--- src/core/tcfm_params.svh ---
// constants of the traffic conflict fault monitor
//
// How it works
// - either inhibit input blocks only red failure
// - inhibit active after 550 ms high
// - red input on after 500 ms high
// - green/yellow input on after 500 ms high
// - red, clearance, dual and watchdog faults latch until panel or remote reset
// - no indication beyond 1000/1500 ms trips red failure
// - red failure enabled per channel switch
// - red failure needs enable, no inhibit, common idle
// - green must be followed by 2.7 s yellow
// - clearance per channel, gated by yellow inhibit, enable, common
// - two indications over 500 ms trip dual
// - dual enables per channel plus global green-yellow
// - config compared to stored copy, card led flashes
// - config fault cleared only by 3 s panel hold
// - line dropout faults, power led 2 Hz
// - restore re-runs start-up, latched faults persist
// - start-up interval suspends red, clearance and dual checks, relay closed, 4 Hz
// - start-up ends after 6 s, 5 edges, line good
// - under 5 edges by 10 s latches watchdog fault
// - arrow mode and per-phase arrow switches
// - standard arrow mode channel mapping
// - jumper selects relay common active polarity
`ifndef TCFM_PARAMS_SVH
`define TCFM_PARAMS_SVH
`define TCFM_SYS_CLK_HZ 25000000
`define TCFM_TICK_MS 1
`define TCFM_TICK_CYC (`TCFM_SYS_CLK_HZ / 1000 * `TCFM_TICK_MS)
`define TCFM_IN_ON_MS 500
`define TCFM_INH_ON_MS 550
`define TCFM_RF_A_MS 1000
`define TCFM_RF_B_MS 1500
`define TCFM_CLR_MS 2700
`define TCFM_DUAL_MS 500
`define TCFM_CFG_RST_MS 3000
`define TCFM_ST_MIN_MS 6000
`define TCFM_ST_MAX_MS 10000
`define TCFM_BLINK4_HZ 4
`define TCFM_IN_ON_CNT (`TCFM_IN_ON_MS / `TCFM_TICK_MS)
`define TCFM_INH_ON_CNT (`TCFM_INH_ON_MS / `TCFM_TICK_MS)
`define TCFM_RF_A_CNT (`TCFM_RF_A_MS / `TCFM_TICK_MS)
`define TCFM_RF_B_CNT (`TCFM_RF_B_MS / `TCFM_TICK_MS)
`define TCFM_CLR_CNT (`TCFM_CLR_MS / `TCFM_TICK_MS)
`define TCFM_DUAL_CNT (`TCFM_DUAL_MS / `TCFM_TICK_MS)
`define TCFM_CFG_RST_CNT (`TCFM_CFG_RST_MS / `TCFM_TICK_MS)
`define TCFM_ST_MIN_CNT (`TCFM_ST_MIN_MS / `TCFM_TICK_MS)
`define TCFM_ST_MAX_CNT (`TCFM_ST_MAX_MS / `TCFM_TICK_MS)
`define TCFM_BLINK4_CNT (1000 / (2 * `TCFM_BLINK4_HZ) / `TCFM_TICK_MS)
`define TCFM_WD_EDGES 3'd5
`define TCFM_A_CTRL 8'h00
`define TCFM_A_RF_EN 8'h04
`define TCFM_A_CLR_EN 8'h08
`define TCFM_A_DUAL_EN 8'h0C
`define TCFM_A_YINH 8'h10
`define TCFM_A_STATUS 8'h14
`define TCFM_A_FAULT_CH 8'h18
`define TCFM_C_TYPE 0
`define TCFM_C_GY_DUAL 1
`define TCFM_C_COMPACT 2
`define TCFM_C_POL 3
`define TCFM_C_ARROW 4
`define TCFM_F_RED 0
`define TCFM_F_CLR 1
`define TCFM_F_DUAL 2
`define TCFM_F_CFG 3
`define TCFM_F_WDT 4
`define TCFM_F_PWR 5
`define TCFM_S_STATE 8
`endif

--- src/core/tcfm_pkg.sv ---
// types of the traffic conflict fault monitor
package tcfm_pkg;
  typedef enum logic [1:0] {
    TCFM_ST_START = 2'b00,
    TCFM_ST_RUN = 2'b01,
    TCFM_ST_DROP = 2'b10
  } tcfm_state_e;
  typedef logic [5:0] tcfm_flt_t;
endpackage : tcfm_pkg

--- src/core/tcfm_time_if.sv ---
// timebase carrier: millisecond tick and indicator blink phases
`timescale 1ns/1ps
`default_nettype none
interface tcfm_time_if;
  logic ms_tick;
  logic blink2;
  logic blink4;
  modport src (output ms_tick, output blink2, output blink4);
  modport snk (input ms_tick, input blink2, input blink4);
endinterface : tcfm_time_if
`default_nettype wire

--- src/core/tcfm_tick.sv ---
// timebase: millisecond tick and 4 Hz / 2 Hz blink phases
`timescale 1ns/1ps
`default_nettype none
`include "tcfm_params.svh"
module tcfm_tick #(
  parameter int TICK_DIV = `TCFM_TICK_CYC
) (
  input wire logic sys_clk,
  input wire logic srst,
  tcfm_time_if.src tm
);
  typedef struct packed {
    logic [15:0] div;
    logic [7:0] half;
    logic tick;
    logic b4;
    logic b2;
  } tcfm_tick_s;
  tcfm_tick_s st, next_st;
  always_comb begin
    next_st = st;
    next_st.tick = 1'b0;
    if (st.div == 16'(TICK_DIV - 1)) begin
      next_st.div = 16'h0000;
      next_st.tick = 1'b1;
    end else begin
      next_st.div = st.div + 16'h0001;
    end
    if (st.tick) begin
      if (st.half == 8'(`TCFM_BLINK4_CNT - 1)) begin
        next_st.half = 8'h00;
        next_st.b4 = ~st.b4;
        // 2 Hz halves the 4 Hz phase, so both stay at 50% duty
        if (st.b4) begin
          next_st.b2 = ~st.b2;
        end
      end else begin
        next_st.half = st.half + 8'h01;
      end
    end
  end
  always_ff @(posedge sys_clk) begin
    if (srst) begin
      st <= '0;
    end else begin
      st <= next_st;
    end
  end
  assign tm.ms_tick = st.tick;
  assign tm.blink4 = st.b4;
  assign tm.blink2 = st.b2;
endmodule : tcfm_tick
`default_nettype wire

--- src/core/tcfm_qual.sv ---
// input synchroniser and on-duration qualifier for a group of field inputs
`timescale 1ns/1ps
`default_nettype none
module tcfm_qual #(
  parameter int N = 1,
  parameter int ON_CNT = 500,
  parameter int CW = 10
) (
  input wire logic sys_clk,
  input wire logic srst,
  tcfm_time_if.snk tm,
  input wire logic [N-1:0] raw,
  output logic [N-1:0] qual
);
  typedef struct packed {
    logic [N-1:0] s1;
    logic [N-1:0] s2;
    logic [N-1:0][CW-1:0] cnt;
    logic [N-1:0] q;
  } tcfm_qual_s;
  tcfm_qual_s st, next_st;
  always_comb begin
    next_st = st;
    next_st.s1 = raw;
    next_st.s2 = st.s1;
    for (int i = 0; i < N; i++) begin
      if (!st.s2[i]) begin
        next_st.cnt[i] = '0;
        next_st.q[i] = 1'b0;
      end else if (tm.ms_tick && !st.q[i]) begin
        // short pulses never reach the on count, so the band between stays off
        if (st.cnt[i] >= CW'(ON_CNT - 1)) begin
          next_st.q[i] = 1'b1;
        end else begin
          next_st.cnt[i] = st.cnt[i] + CW'(1);
        end
      end
    end
  end
  always_ff @(posedge sys_clk) begin
    if (srst) begin
      st <= '0;
    end else begin
      st <= next_st;
    end
  end
  assign qual = st.q;
endmodule : tcfm_qual
`default_nettype wire

--- src/core/tcfm_monitor.sv ---
// traffic conflict fault monitor: fault checks, latches, start-up and APB registers
//
// Our own choices: the register offsets and the APB register port.
`timescale 1ns/1ps
`default_nettype none
`include "tcfm_params.svh"
module tcfm_monitor #(
  parameter int NCH = 18,
  parameter int TICK_DIV = `TCFM_TICK_CYC
) (
  input wire logic sys_clk,
  input wire logic srst,
  input wire logic [7:0] paddr,
  input wire logic psel,
  input wire logic penable,
  input wire logic pwrite,
  input wire logic [31:0] pwdata,
  output logic [31:0] prdata,
  output logic pready,
  output logic pslverr,
  input wire logic [NCH-1:0] red_in,
  input wire logic [NCH-1:0] yel_in,
  input wire logic [NCH-1:0] grn_in,
  input wire logic red_enable,
  input wire logic [1:0] rf_inhibit,
  input wire logic relay_common_sense,
  input wire logic watchdog_in,
  input wire logic line_dropout,
  input wire logic line_ok,
  input wire logic panel_reset,
  input wire logic remote_reset,
  output logic relay_flash,
  output logic power_led,
  output logic card_led,
  output tcfm_pkg::tcfm_flt_t fault_flags
);
  import tcfm_pkg::*;
  localparam int NS = NCH + 4;
  localparam int CFGW = 8 + 4 * NCH;
  typedef struct packed {
    logic [6:0] s1;
    logic [6:0] s2;
    logic wd_prev;
    logic [2:0] wd_n;
    tcfm_state_e state;
    logic [13:0] tcnt;
    logic [11:0] hold;
    logic pnl_prev;
    logic rem_prev;
    logic [7:0] ctrl;
    logic [NCH-1:0] rf_en;
    logic [NCH-1:0] clr_en;
    logic [NCH-1:0] dual_en;
    logic [NCH-1:0] yinh;
    logic [CFGW-1:0] snap;
    logic snap_ok;
    logic [NS-1:0][10:0] acnt;
    logic [NS-1:0][8:0] dcnt;
    logic [NS-1:0][11:0] ycnt;
    logic [NS-1:0] gseen;
    tcfm_flt_t flt;
    logic [NS-1:0] fch;
    logic pready;
    logic pslverr;
    logic [31:0] prdata;
    logic relay;
    logic pwr_led;
    logic card_led;
  } tcfm_mon_s;
  tcfm_mon_s st, n;

  tcfm_time_if tm ();
  logic [1:0] inh_q;
  logic [3*NCH-1:0] fq;
  logic [NCH-1:0] qr, qy, qg;
  logic [NS-1:0] sr, sy, sg, sga, s_rf, s_cl, s_du;
  logic [NS-1:0] set_rf, set_cl, set_du;
  logic [CFGW-1:0] cfg;
  logic red_en, common_act, wd_lvl, drop, lgood, pnl, rem;
  logic rf_ok, chk_ok, ms, clr_short, clr_long, edge_wd;
  logic [10:0] rf_lim;
  logic [31:0] rd;
  logic hit;
  tcfm_flt_t set_f, clr_m;

  tcfm_tick #(
    .TICK_DIV(TICK_DIV)
  ) u_tick (
    .sys_clk(sys_clk),
    .srst(srst),
    .tm(tm.src)
  );
  tcfm_qual #(
    .N(2),
    .ON_CNT(`TCFM_INH_ON_CNT),
    .CW(10)
  ) u_inh (
    .sys_clk(sys_clk),
    .srst(srst),
    .tm(tm.snk),
    .raw(rf_inhibit),
    .qual(inh_q)
  );
  tcfm_qual #(
    .N(3 * NCH),
    .ON_CNT(`TCFM_IN_ON_CNT),
    .CW(10)
  ) u_field (
    .sys_clk(sys_clk),
    .srst(srst),
    .tm(tm.snk),
    .raw({grn_in, yel_in, red_in}),
    .qual(fq)
  );

  function automatic logic tcfm_multi(input logic [3:0] v);
    return (v & (v - 4'h1)) != 4'h0;
  endfunction : tcfm_multi

  always_comb begin
    ms = tm.ms_tick;
    {qg, qy, qr} = fq;
    red_en = st.s2[0];
    common_act = st.s2[1] ^ st.ctrl[`TCFM_C_POL];
    wd_lvl = st.s2[2];
    drop = st.s2[3];
    lgood = st.s2[4];
    pnl = st.s2[5];
    rem = st.s2[6];
    edge_wd = wd_lvl != st.wd_prev;
    cfg = {st.ctrl, st.rf_en, st.clr_en, st.dual_en, st.yinh};
    rf_ok = (st.state == TCFM_ST_RUN) && red_en && !(|inh_q) && !common_act;
    chk_ok = (st.state == TCFM_ST_RUN) && red_en && !common_act;
    rf_lim = st.ctrl[`TCFM_C_TYPE] ? 11'(`TCFM_RF_B_CNT) : 11'(`TCFM_RF_A_CNT);
    sr = {4'h0, qr};
    sy = {4'h0, qy};
    sg = {4'h0, qg};
    sga = '0;
    s_rf = {4'h0, st.rf_en};
    s_cl = {4'h0, st.clr_en & ~st.yinh};
    s_du = {4'h0, st.dual_en};
    for (int p = 0; p < 4; p++) begin
      if (st.ctrl[`TCFM_C_ARROW + p]) begin
        if (!st.ctrl[`TCFM_C_COMPACT]) begin
          sr[NCH+p] = qr[8+p];
          sy[NCH+p] = qy[8+p];
          sg[NCH+p] = qg[8+p];
          sga[NCH+p] = qg[2*p];
          s_rf[8+p] = 1'b0;
          s_cl[8+p] = 1'b0;
          s_du[8+p] = 1'b0;
        end else begin
          sr[NCH+p] = qr[2*p];
          sy[NCH+p] = qy[2*p];
          sg[NCH+p] = qg[2*p];
          sga[NCH+p] = p[0] ? qy[8+p/2] : qg[8+p/2];
          s_rf[2*p] = 1'b0;
          s_cl[2*p] = 1'b0;
          s_du[2*p] = 1'b0;
        end
        s_rf[NCH+p] = 1'b1;
        s_cl[NCH+p] = 1'b1;
        s_du[NCH+p] = 1'b1;
      end
    end
  end

  always_comb begin
    n = st;
    n.s1 = {remote_reset, panel_reset, line_ok, line_dropout, watchdog_in, relay_common_sense, red_enable};
    n.s2 = st.s1;
    n.wd_prev = wd_lvl;
    n.pnl_prev = pnl;
    n.rem_prev = rem;
    set_rf = '0;
    set_cl = '0;
    set_du = '0;
    set_f = '0;
    for (int i = 0; i < NS; i++) begin
      if (!(rf_ok && s_rf[i]) || sr[i] || sy[i] || sg[i] || sga[i]) begin
        n.acnt[i] = '0;
      end else if (ms) begin
        if (st.acnt[i] >= rf_lim) begin
          set_rf[i] = 1'b1;
        end else begin
          n.acnt[i] = st.acnt[i] + 11'h001;
        end
      end
      if (!chk_ok || !(s_du[i] ? tcfm_multi({sr[i], sy[i], sg[i], sga[i]})
          : (st.ctrl[`TCFM_C_GY_DUAL] && sg[i] && sy[i]))) begin
        n.dcnt[i] = '0;
      end else if (ms) begin
        if (st.dcnt[i] >= 9'(`TCFM_DUAL_CNT)) begin
          set_du[i] = 1'b1;
        end else begin
          n.dcnt[i] = st.dcnt[i] + 9'h001;
        end
      end
      if (!(chk_ok && s_cl[i])) begin
        n.gseen[i] = 1'b0;
        n.ycnt[i] = '0;
      end else if (sg[i] || sga[i]) begin
        n.gseen[i] = 1'b1;
        n.ycnt[i] = '0;
      end else if (st.gseen[i]) begin
        if (st.ycnt[i] >= 12'(`TCFM_CLR_CNT)) begin
          n.gseen[i] = 1'b0;
        end else if (sr[i]) begin
          // red arrived before a full yellow: missing or short
          set_cl[i] = 1'b1;
          n.gseen[i] = 1'b0;
        end else if (ms && sy[i]) begin
          n.ycnt[i] = st.ycnt[i] + 12'h001;
        end
      end
    end
    set_f[`TCFM_F_RED] = |set_rf;
    set_f[`TCFM_F_CLR] = |set_cl;
    set_f[`TCFM_F_DUAL] = |set_du;
    clr_long = pnl && ms && st.hold == 12'(`TCFM_CFG_RST_CNT - 1);
    n.snap_ok = 1'b1;
    if (!st.snap_ok) begin
      n.snap = cfg;
    // the long hold adopts the new settings, so the stale snapshot must not set again
    end else if (ms && cfg != st.snap && !clr_long) begin
      set_f[`TCFM_F_CFG] = 1'b1;
    end
    if (!pnl) begin
      n.hold = '0;
    end else if (ms && st.hold < 12'(`TCFM_CFG_RST_CNT)) begin
      n.hold = st.hold + 12'h001;
    end
    if (clr_long) begin
      n.snap = cfg;
    end
    clr_short = (pnl && !st.pnl_prev) || (rem && !st.rem_prev);
    clr_m = '0;
    clr_m[`TCFM_F_CFG] = clr_long;
    clr_m[`TCFM_F_RED] = clr_short;
    clr_m[`TCFM_F_CLR] = clr_short;
    clr_m[`TCFM_F_DUAL] = clr_short;
    clr_m[`TCFM_F_WDT] = clr_short;
    // start-up and line supervision
    unique case (st.state)
      TCFM_ST_START: begin
        if (ms && st.tcnt < 14'(`TCFM_ST_MAX_CNT)) begin
          n.tcnt = st.tcnt + 14'h0001;
        end
        if (edge_wd && st.wd_n < `TCFM_WD_EDGES) begin
          n.wd_n = st.wd_n + 3'h1;
        end
        if (drop) begin
          n.state = TCFM_ST_DROP;
        end else if (st.tcnt >= 14'(`TCFM_ST_MIN_CNT) && st.wd_n >= `TCFM_WD_EDGES && lgood) begin
          n.state = TCFM_ST_RUN;
        end else if (st.tcnt >= 14'(`TCFM_ST_MAX_CNT)) begin
          set_f[`TCFM_F_WDT] = 1'b1;
          n.state = TCFM_ST_RUN;
        end
      end
      TCFM_ST_RUN: begin
        if (drop) begin
          n.state = TCFM_ST_DROP;
        end
      end
      TCFM_ST_DROP: begin
        if (!drop && lgood) begin
          n.state = TCFM_ST_START;
          n.tcnt = '0;
          n.wd_n = '0;
        end
      end
    endcase
    n.flt = (st.flt & ~clr_m) | set_f;
    n.flt[`TCFM_F_PWR] = n.state == TCFM_ST_DROP;
    n.fch = (st.fch & ~{NS{clr_short}}) | set_rf | set_cl | set_du;
    n.relay = (n.flt != '0) || (n.state != TCFM_ST_RUN);
    unique case (n.state)
      TCFM_ST_START: n.pwr_led = tm.blink4;
      TCFM_ST_DROP: n.pwr_led = tm.blink2;
      default: n.pwr_led = 1'b1;
    endcase
    n.card_led = n.flt[`TCFM_F_CFG] && tm.blink2;
    // APB: one-cycle access phase, answer prepared in setup
    hit = 1'b1;
    rd = '0;
    case (paddr)
      `TCFM_A_CTRL: rd[7:0] = st.ctrl;
      `TCFM_A_RF_EN: rd[NCH-1:0] = st.rf_en;
      `TCFM_A_CLR_EN: rd[NCH-1:0] = st.clr_en;
      `TCFM_A_DUAL_EN: rd[NCH-1:0] = st.dual_en;
      `TCFM_A_YINH: rd[NCH-1:0] = st.yinh;
      `TCFM_A_STATUS: begin
        rd[5:0] = st.flt;
        rd[`TCFM_S_STATE+:2] = st.state;
        hit = !pwrite;
      end
      `TCFM_A_FAULT_CH: begin
        rd[NS-1:0] = st.fch;
        hit = !pwrite;
      end
      default: hit = 1'b0;
    endcase
    n.pready = psel && !penable && !st.pready;
    n.pslverr = psel && !penable && !st.pready && !hit;
    if (psel && !penable && !st.pready) begin
      n.prdata = hit ? rd : 32'h0000_0000;
    end
    if (psel && penable && st.pready && pwrite && !st.pslverr) begin
      case (paddr)
        `TCFM_A_CTRL: n.ctrl = pwdata[7:0];
        `TCFM_A_RF_EN: n.rf_en = pwdata[NCH-1:0];
        `TCFM_A_CLR_EN: n.clr_en = pwdata[NCH-1:0];
        `TCFM_A_DUAL_EN: n.dual_en = pwdata[NCH-1:0];
        `TCFM_A_YINH: n.yinh = pwdata[NCH-1:0];
        default: n.ctrl = st.ctrl;
      endcase
    end
  end

  always_ff @(posedge sys_clk) begin
    if (srst) begin
      st <= '0;
      st.relay <= 1'b1;
    end else begin
      st <= n;
    end
  end

  assign prdata = st.prdata;
  assign pready = st.pready;
  assign pslverr = st.pslverr;
  assign relay_flash = st.relay;
  assign power_led = st.pwr_led;
  assign card_led = st.card_led;
  assign fault_flags = st.flt;
endmodule : tcfm_monitor
`default_nettype wire

--- config.mk ---
export PLATFORM = sky130hd
export DESIGN_NAME = tcfm_monitor
export DESIGN_NICKNAME = d
export VERILOG_FILES = /design/src/core/tcfm_pkg.sv /design/src/core/tcfm_time_if.sv /design/src/core/tcfm_tick.sv /design/src/core/tcfm_qual.sv /design/src/core/tcfm_monitor.sv
export VERILOG_INCLUDE_DIRS = /design/src /design/src/core
export SDC_FILE = /design/constraint.sdc
export NUM_CORES = 2
export LEC_CHECK = 0
export BUFFER_PORTS_ARGS = -buffer_cell sky130_fd_sc_hd__buf_2
export CAP_MARGIN = 20
export CORE_ASPECT_RATIO = 2
export CORE_UTILIZATION = 35
export CTS_BUF_LIST = sky130_fd_sc_hd__clkbuf_4 sky130_fd_sc_hd__clkbuf_8 sky130_fd_sc_hd__clkbuf_16
export DETAILED_ROUTE_END_ITERATION = 10
export PLACE_DENSITY_LB_ADDON = 0.15
export SLEW_MARGIN = 5
export SYNTH_ARGS = -nofsm -noshare
export SYNTH_HDL_FRONTEND = slang
export SYNTH_SLANG_ARGS = --single-unit
--- constraint.sdc ---
create_clock -name sys_clk -period 4.45 [get_ports sys_clk]
set_input_delay 0.445 -clock sys_clk [delete_from_list [all_inputs] [get_ports sys_clk]]
set_output_delay 0.445 -clock sys_clk [all_outputs]
set_load 0.02 [all_outputs]
==> out/results.ini <==
[status]
status = finished clean

[sta]
final.setup.tns_ns = 0
setup_slack_ns = 0.910
finalHoldViolations = 0
post-route-period-util_pct = 79.6
tightestPinTransition_ns = 1.08
slew_violations = 0
finClkSkew_ns = 0.0391
fin_crit_ns = 3.54
fmax_ghz = 0.282
maxSlewHeadroom_pct = 28.1
finalSetupViolCount = 0
rsz0062_at_grt = false

[placement]
dpl.hpwl_um = 167000
gp_congestion = 0.947
io_buffers = 126
dpl-instance-area_um2 = 80500
pre_cts_ws_ns = 0.941

[yosys]
ys_seq_elements = 1745
synthFlopType = dfxtp_1
synthDistinctLibCells = 87
avgSynthCellArea_um2 = 8.73
synth_edf_count = 0
syn_inst = 8785
yosys_warnings = 0
synthArstFlopShare_pct = 0
ys_seq_area_share_pct = 45.6
synthesis.area_um2 = 76700

[setup_path]
start_kind = register
crit_family = simple AND/OR/NAND/NOR gates
crit_type = register to register
reg2reg_from = st[981]$_SDFF_PP0_
timing.critical_path.mode_cell = nand2_1
path_cells = inv_1, ha_1, nand2_1, nor2_2, nand2_1, or4b_1, or2_2, a21oi_1
ff2ff_setup_slack_ns = 0.91
crit_start = st[981]$_SDFF_PP0_
critPathCaptureType = register
worst_ep_required_time_ns = 5.23
path_buf_inv = 1
cp_max_fo = 12
rr_worst_depth = 8
max_stage_delay_ns = 0.79
arrival_ns = 4.32
slowest_stage = nand2_1
worst-path-stages = 8
r2r_end = st[223]$_SDFFE_PP0P_

[die]
io_pins = 151
die_width_um = 333
die_area_um2 = 221000
fp.coreArea_um2 = 217000
row_count = 242
start_util_pct = 35.3
fp.dieH_um = 664

[final_layout]
n_fill_cell = 21700
syn_to_final_growth_pct = 13.8
layout.nets = 9417
drive_gt1_share_pct = 7.38
final_cell_area_um2 = 87200
layout_common_cells = 1743 x dfxtp_1, 1563 x nor2_1, 930 x nand2_1
seq_area_um2 = 34900
final_util_pct = 40.1
mostFrequentLayoutCell = dfxtp_1
multiInputGateArea_um2 = 39600

[grt]
grt_pass1_wl_um = 346000
grt_max_degree = 103
antenna_found_initial = 25
grt_overflow = 0
grt_pass1_vias = 60100
grt.total_usage_pct = 20.0

[detailed_routing]
vias = 61000
wl_per_cell_um = 18.9
route.detailed.drc = 0
drt-pass1-iter-count = 8
drt_iter0_drc = 2841
routed_wl_um = 225000
detail-route-antenna-nets = 0
avgViaCountPerCell = 5.11

[power_and_ir_drop]
leakagePower_nw = 29.8
ir_worst_vdd_uv = 260
p_per_area_nw_per_um2 = 361

[clock_tree]
ctsLongestPathBuffers = 4
cts_sinks = 1745
clock_latency_ns = 0.84
path_clk_slew_ns = 0.07
cts_tree = yes
cts_buffers = 171
htree_levels = 4
cts.repair.resized = 0
root_buffer = clkbuf_16

[min_path]
hp-class = input port to register
holdPathEnd = pslverr$_SDFF_PP0_
hold_start = paddr[1]
holdPathStages = 3

[job]
maxCapViolCount = 0

cell usage after synthesis, types with 26 or more instances:
| cell type | instances | share of area (%) |
|---|---|---|
| nor2b_1 | 145 | 1.2 |
| a31o_2 | 31 | 0.35 |
| or3_1 | 145 | 1.2 |
| o31ai_1 | 26 | 0.25 |
| and2_1 | 44 | 0.36 |
| nand2_1 | 931 | 4.6 |
| buf_4 | 39 | 0.38 |
| a21oi_1 | 473 | 3.1 |
| xor2_1 | 646 | 7.4 |
| dfxtp_1 | 1745 | 46 |
| xnor2_1 | 381 | 4.4 |
| ha_1 | 313 | 5.1 |
| a31oi_1 | 26 | 0.21 |
| a41oi_1 | 32 | 0.37 |
| nand3_1 | 316 | 2.1 |
| nor3_2 | 41 | 0.54 |
| inv_1 | 264 | 1.3 |
| nand4_1 | 321 | 2.6 |
| and4_1 | 111 | 1.3 |
| clkbuf_1 | 212 | 1.0 |
| nor2_1 | 1565 | 7.7 |
| nor3_1 | 85 | 0.55 |
| and3_1 | 242 | 2.0 |
| mux2i_1 | 119 | 1.6 |
| o21ai_0 | 164 | 1.1 |
metal layers:
layer / vias to the layer above / global-route usage [%] / wire, um
met5: - / 0 / 86
li1: 30100 / - / -
met4: 16 / 13.5 / 16600
met1: 29200 / 20.7 / 84700
met2: 1185 / 36.6 / 114000
met3: 530 / 3.40 / 9940
final cells by class:
type / count / area share [%]
repair buffers: 316 / 2.67
multi-input cells: 6497 / 45.4
diodes: 10 / 0.0287
clock buffers: 248 / 5.89
inverters: 265 / 1.15
clock inverters: 45 / 0.820
well taps: 2806 / 4.02
flip-flops and latches: 1745 / 40.0
power breakdown:
group          internal (W)  switching, W  leakage (nW)
Clock               0.00905       0.00632          2.92
Sequential           0.0157     0.0000306          14.1
Combinational      0.000140      0.000280          12.8
through the flow:
step	hold slack, ns	instances	power, W
final	0.118	11900	0.0315
after global routing	0.115	11900	0.0326
after CTS	0.0535	11900	0.0320
after detailed placement	0.423	11500	0.0164
after global placement	0.420	11500	0.0164
after floorplan	0.409	8794	0.0162
sequential cells by signal, summed over array words and instances, names as in the netlist, 2 cells and up:
| register | cells |
|---|---|
| u_field.st | 594 |
| u_tick.st | 24 |
| prdata | 22 |
| cfg | 80 |
| u_field.next_st | 54 |
| u_inh.qual | 2 |
| u_inh.st | 22 |
| fault_flags | 6 |
| st | 864 |
| u_inh.next_st | 2 |
| n | 10 |
| u_field.qual | 54 |
cell families after synthesis:
logic type	synth area share, %
xor+xnor	11.8
fa+ha+maj	5.30
flops	45.6
simple gates	25.2
mux	1.96
other cells	0.00489
compound gates	7.31
buf+inv	2.94
worst register-to-register path, delay by kind of cell, from the launching register on:
| kind | cells | cell delay [ns] |
|---|---|---|
| simple gates | 5 | 2.79 |
| flops | 1 | 0.34 |
| fa+ha+maj | 1 | 0.15 |
| compound gates | 1 | 0.14 |
| buf+inv | 1 | 0.08 |
worst max path at each step:
| stage | to | slack [ns] |
|---|---|---|
| after floorplan | st[678]$_SDFFE_PP0P_ | 0.59 |
| final | st[223]$_SDFFE_PP0P_ | 0.91 |
| after detailed placement | st[227]$_SDFFE_PP0P_ | 0.94 |
| after global routing | st[600]$_SDFFE_PP0P_ | 0.78 |
| after global placement | st[223]$_SDFFE_PP0P_ | 0.98 |
| after CTS | st[223]$_SDFFE_PP0P_ | 0.94 |
timing repair:
item                      CTS  global route
hold buffers               84             0
setup buffers               0             0
hold endpoints to repair  144             0
Power figures use the tool's default switching activity.
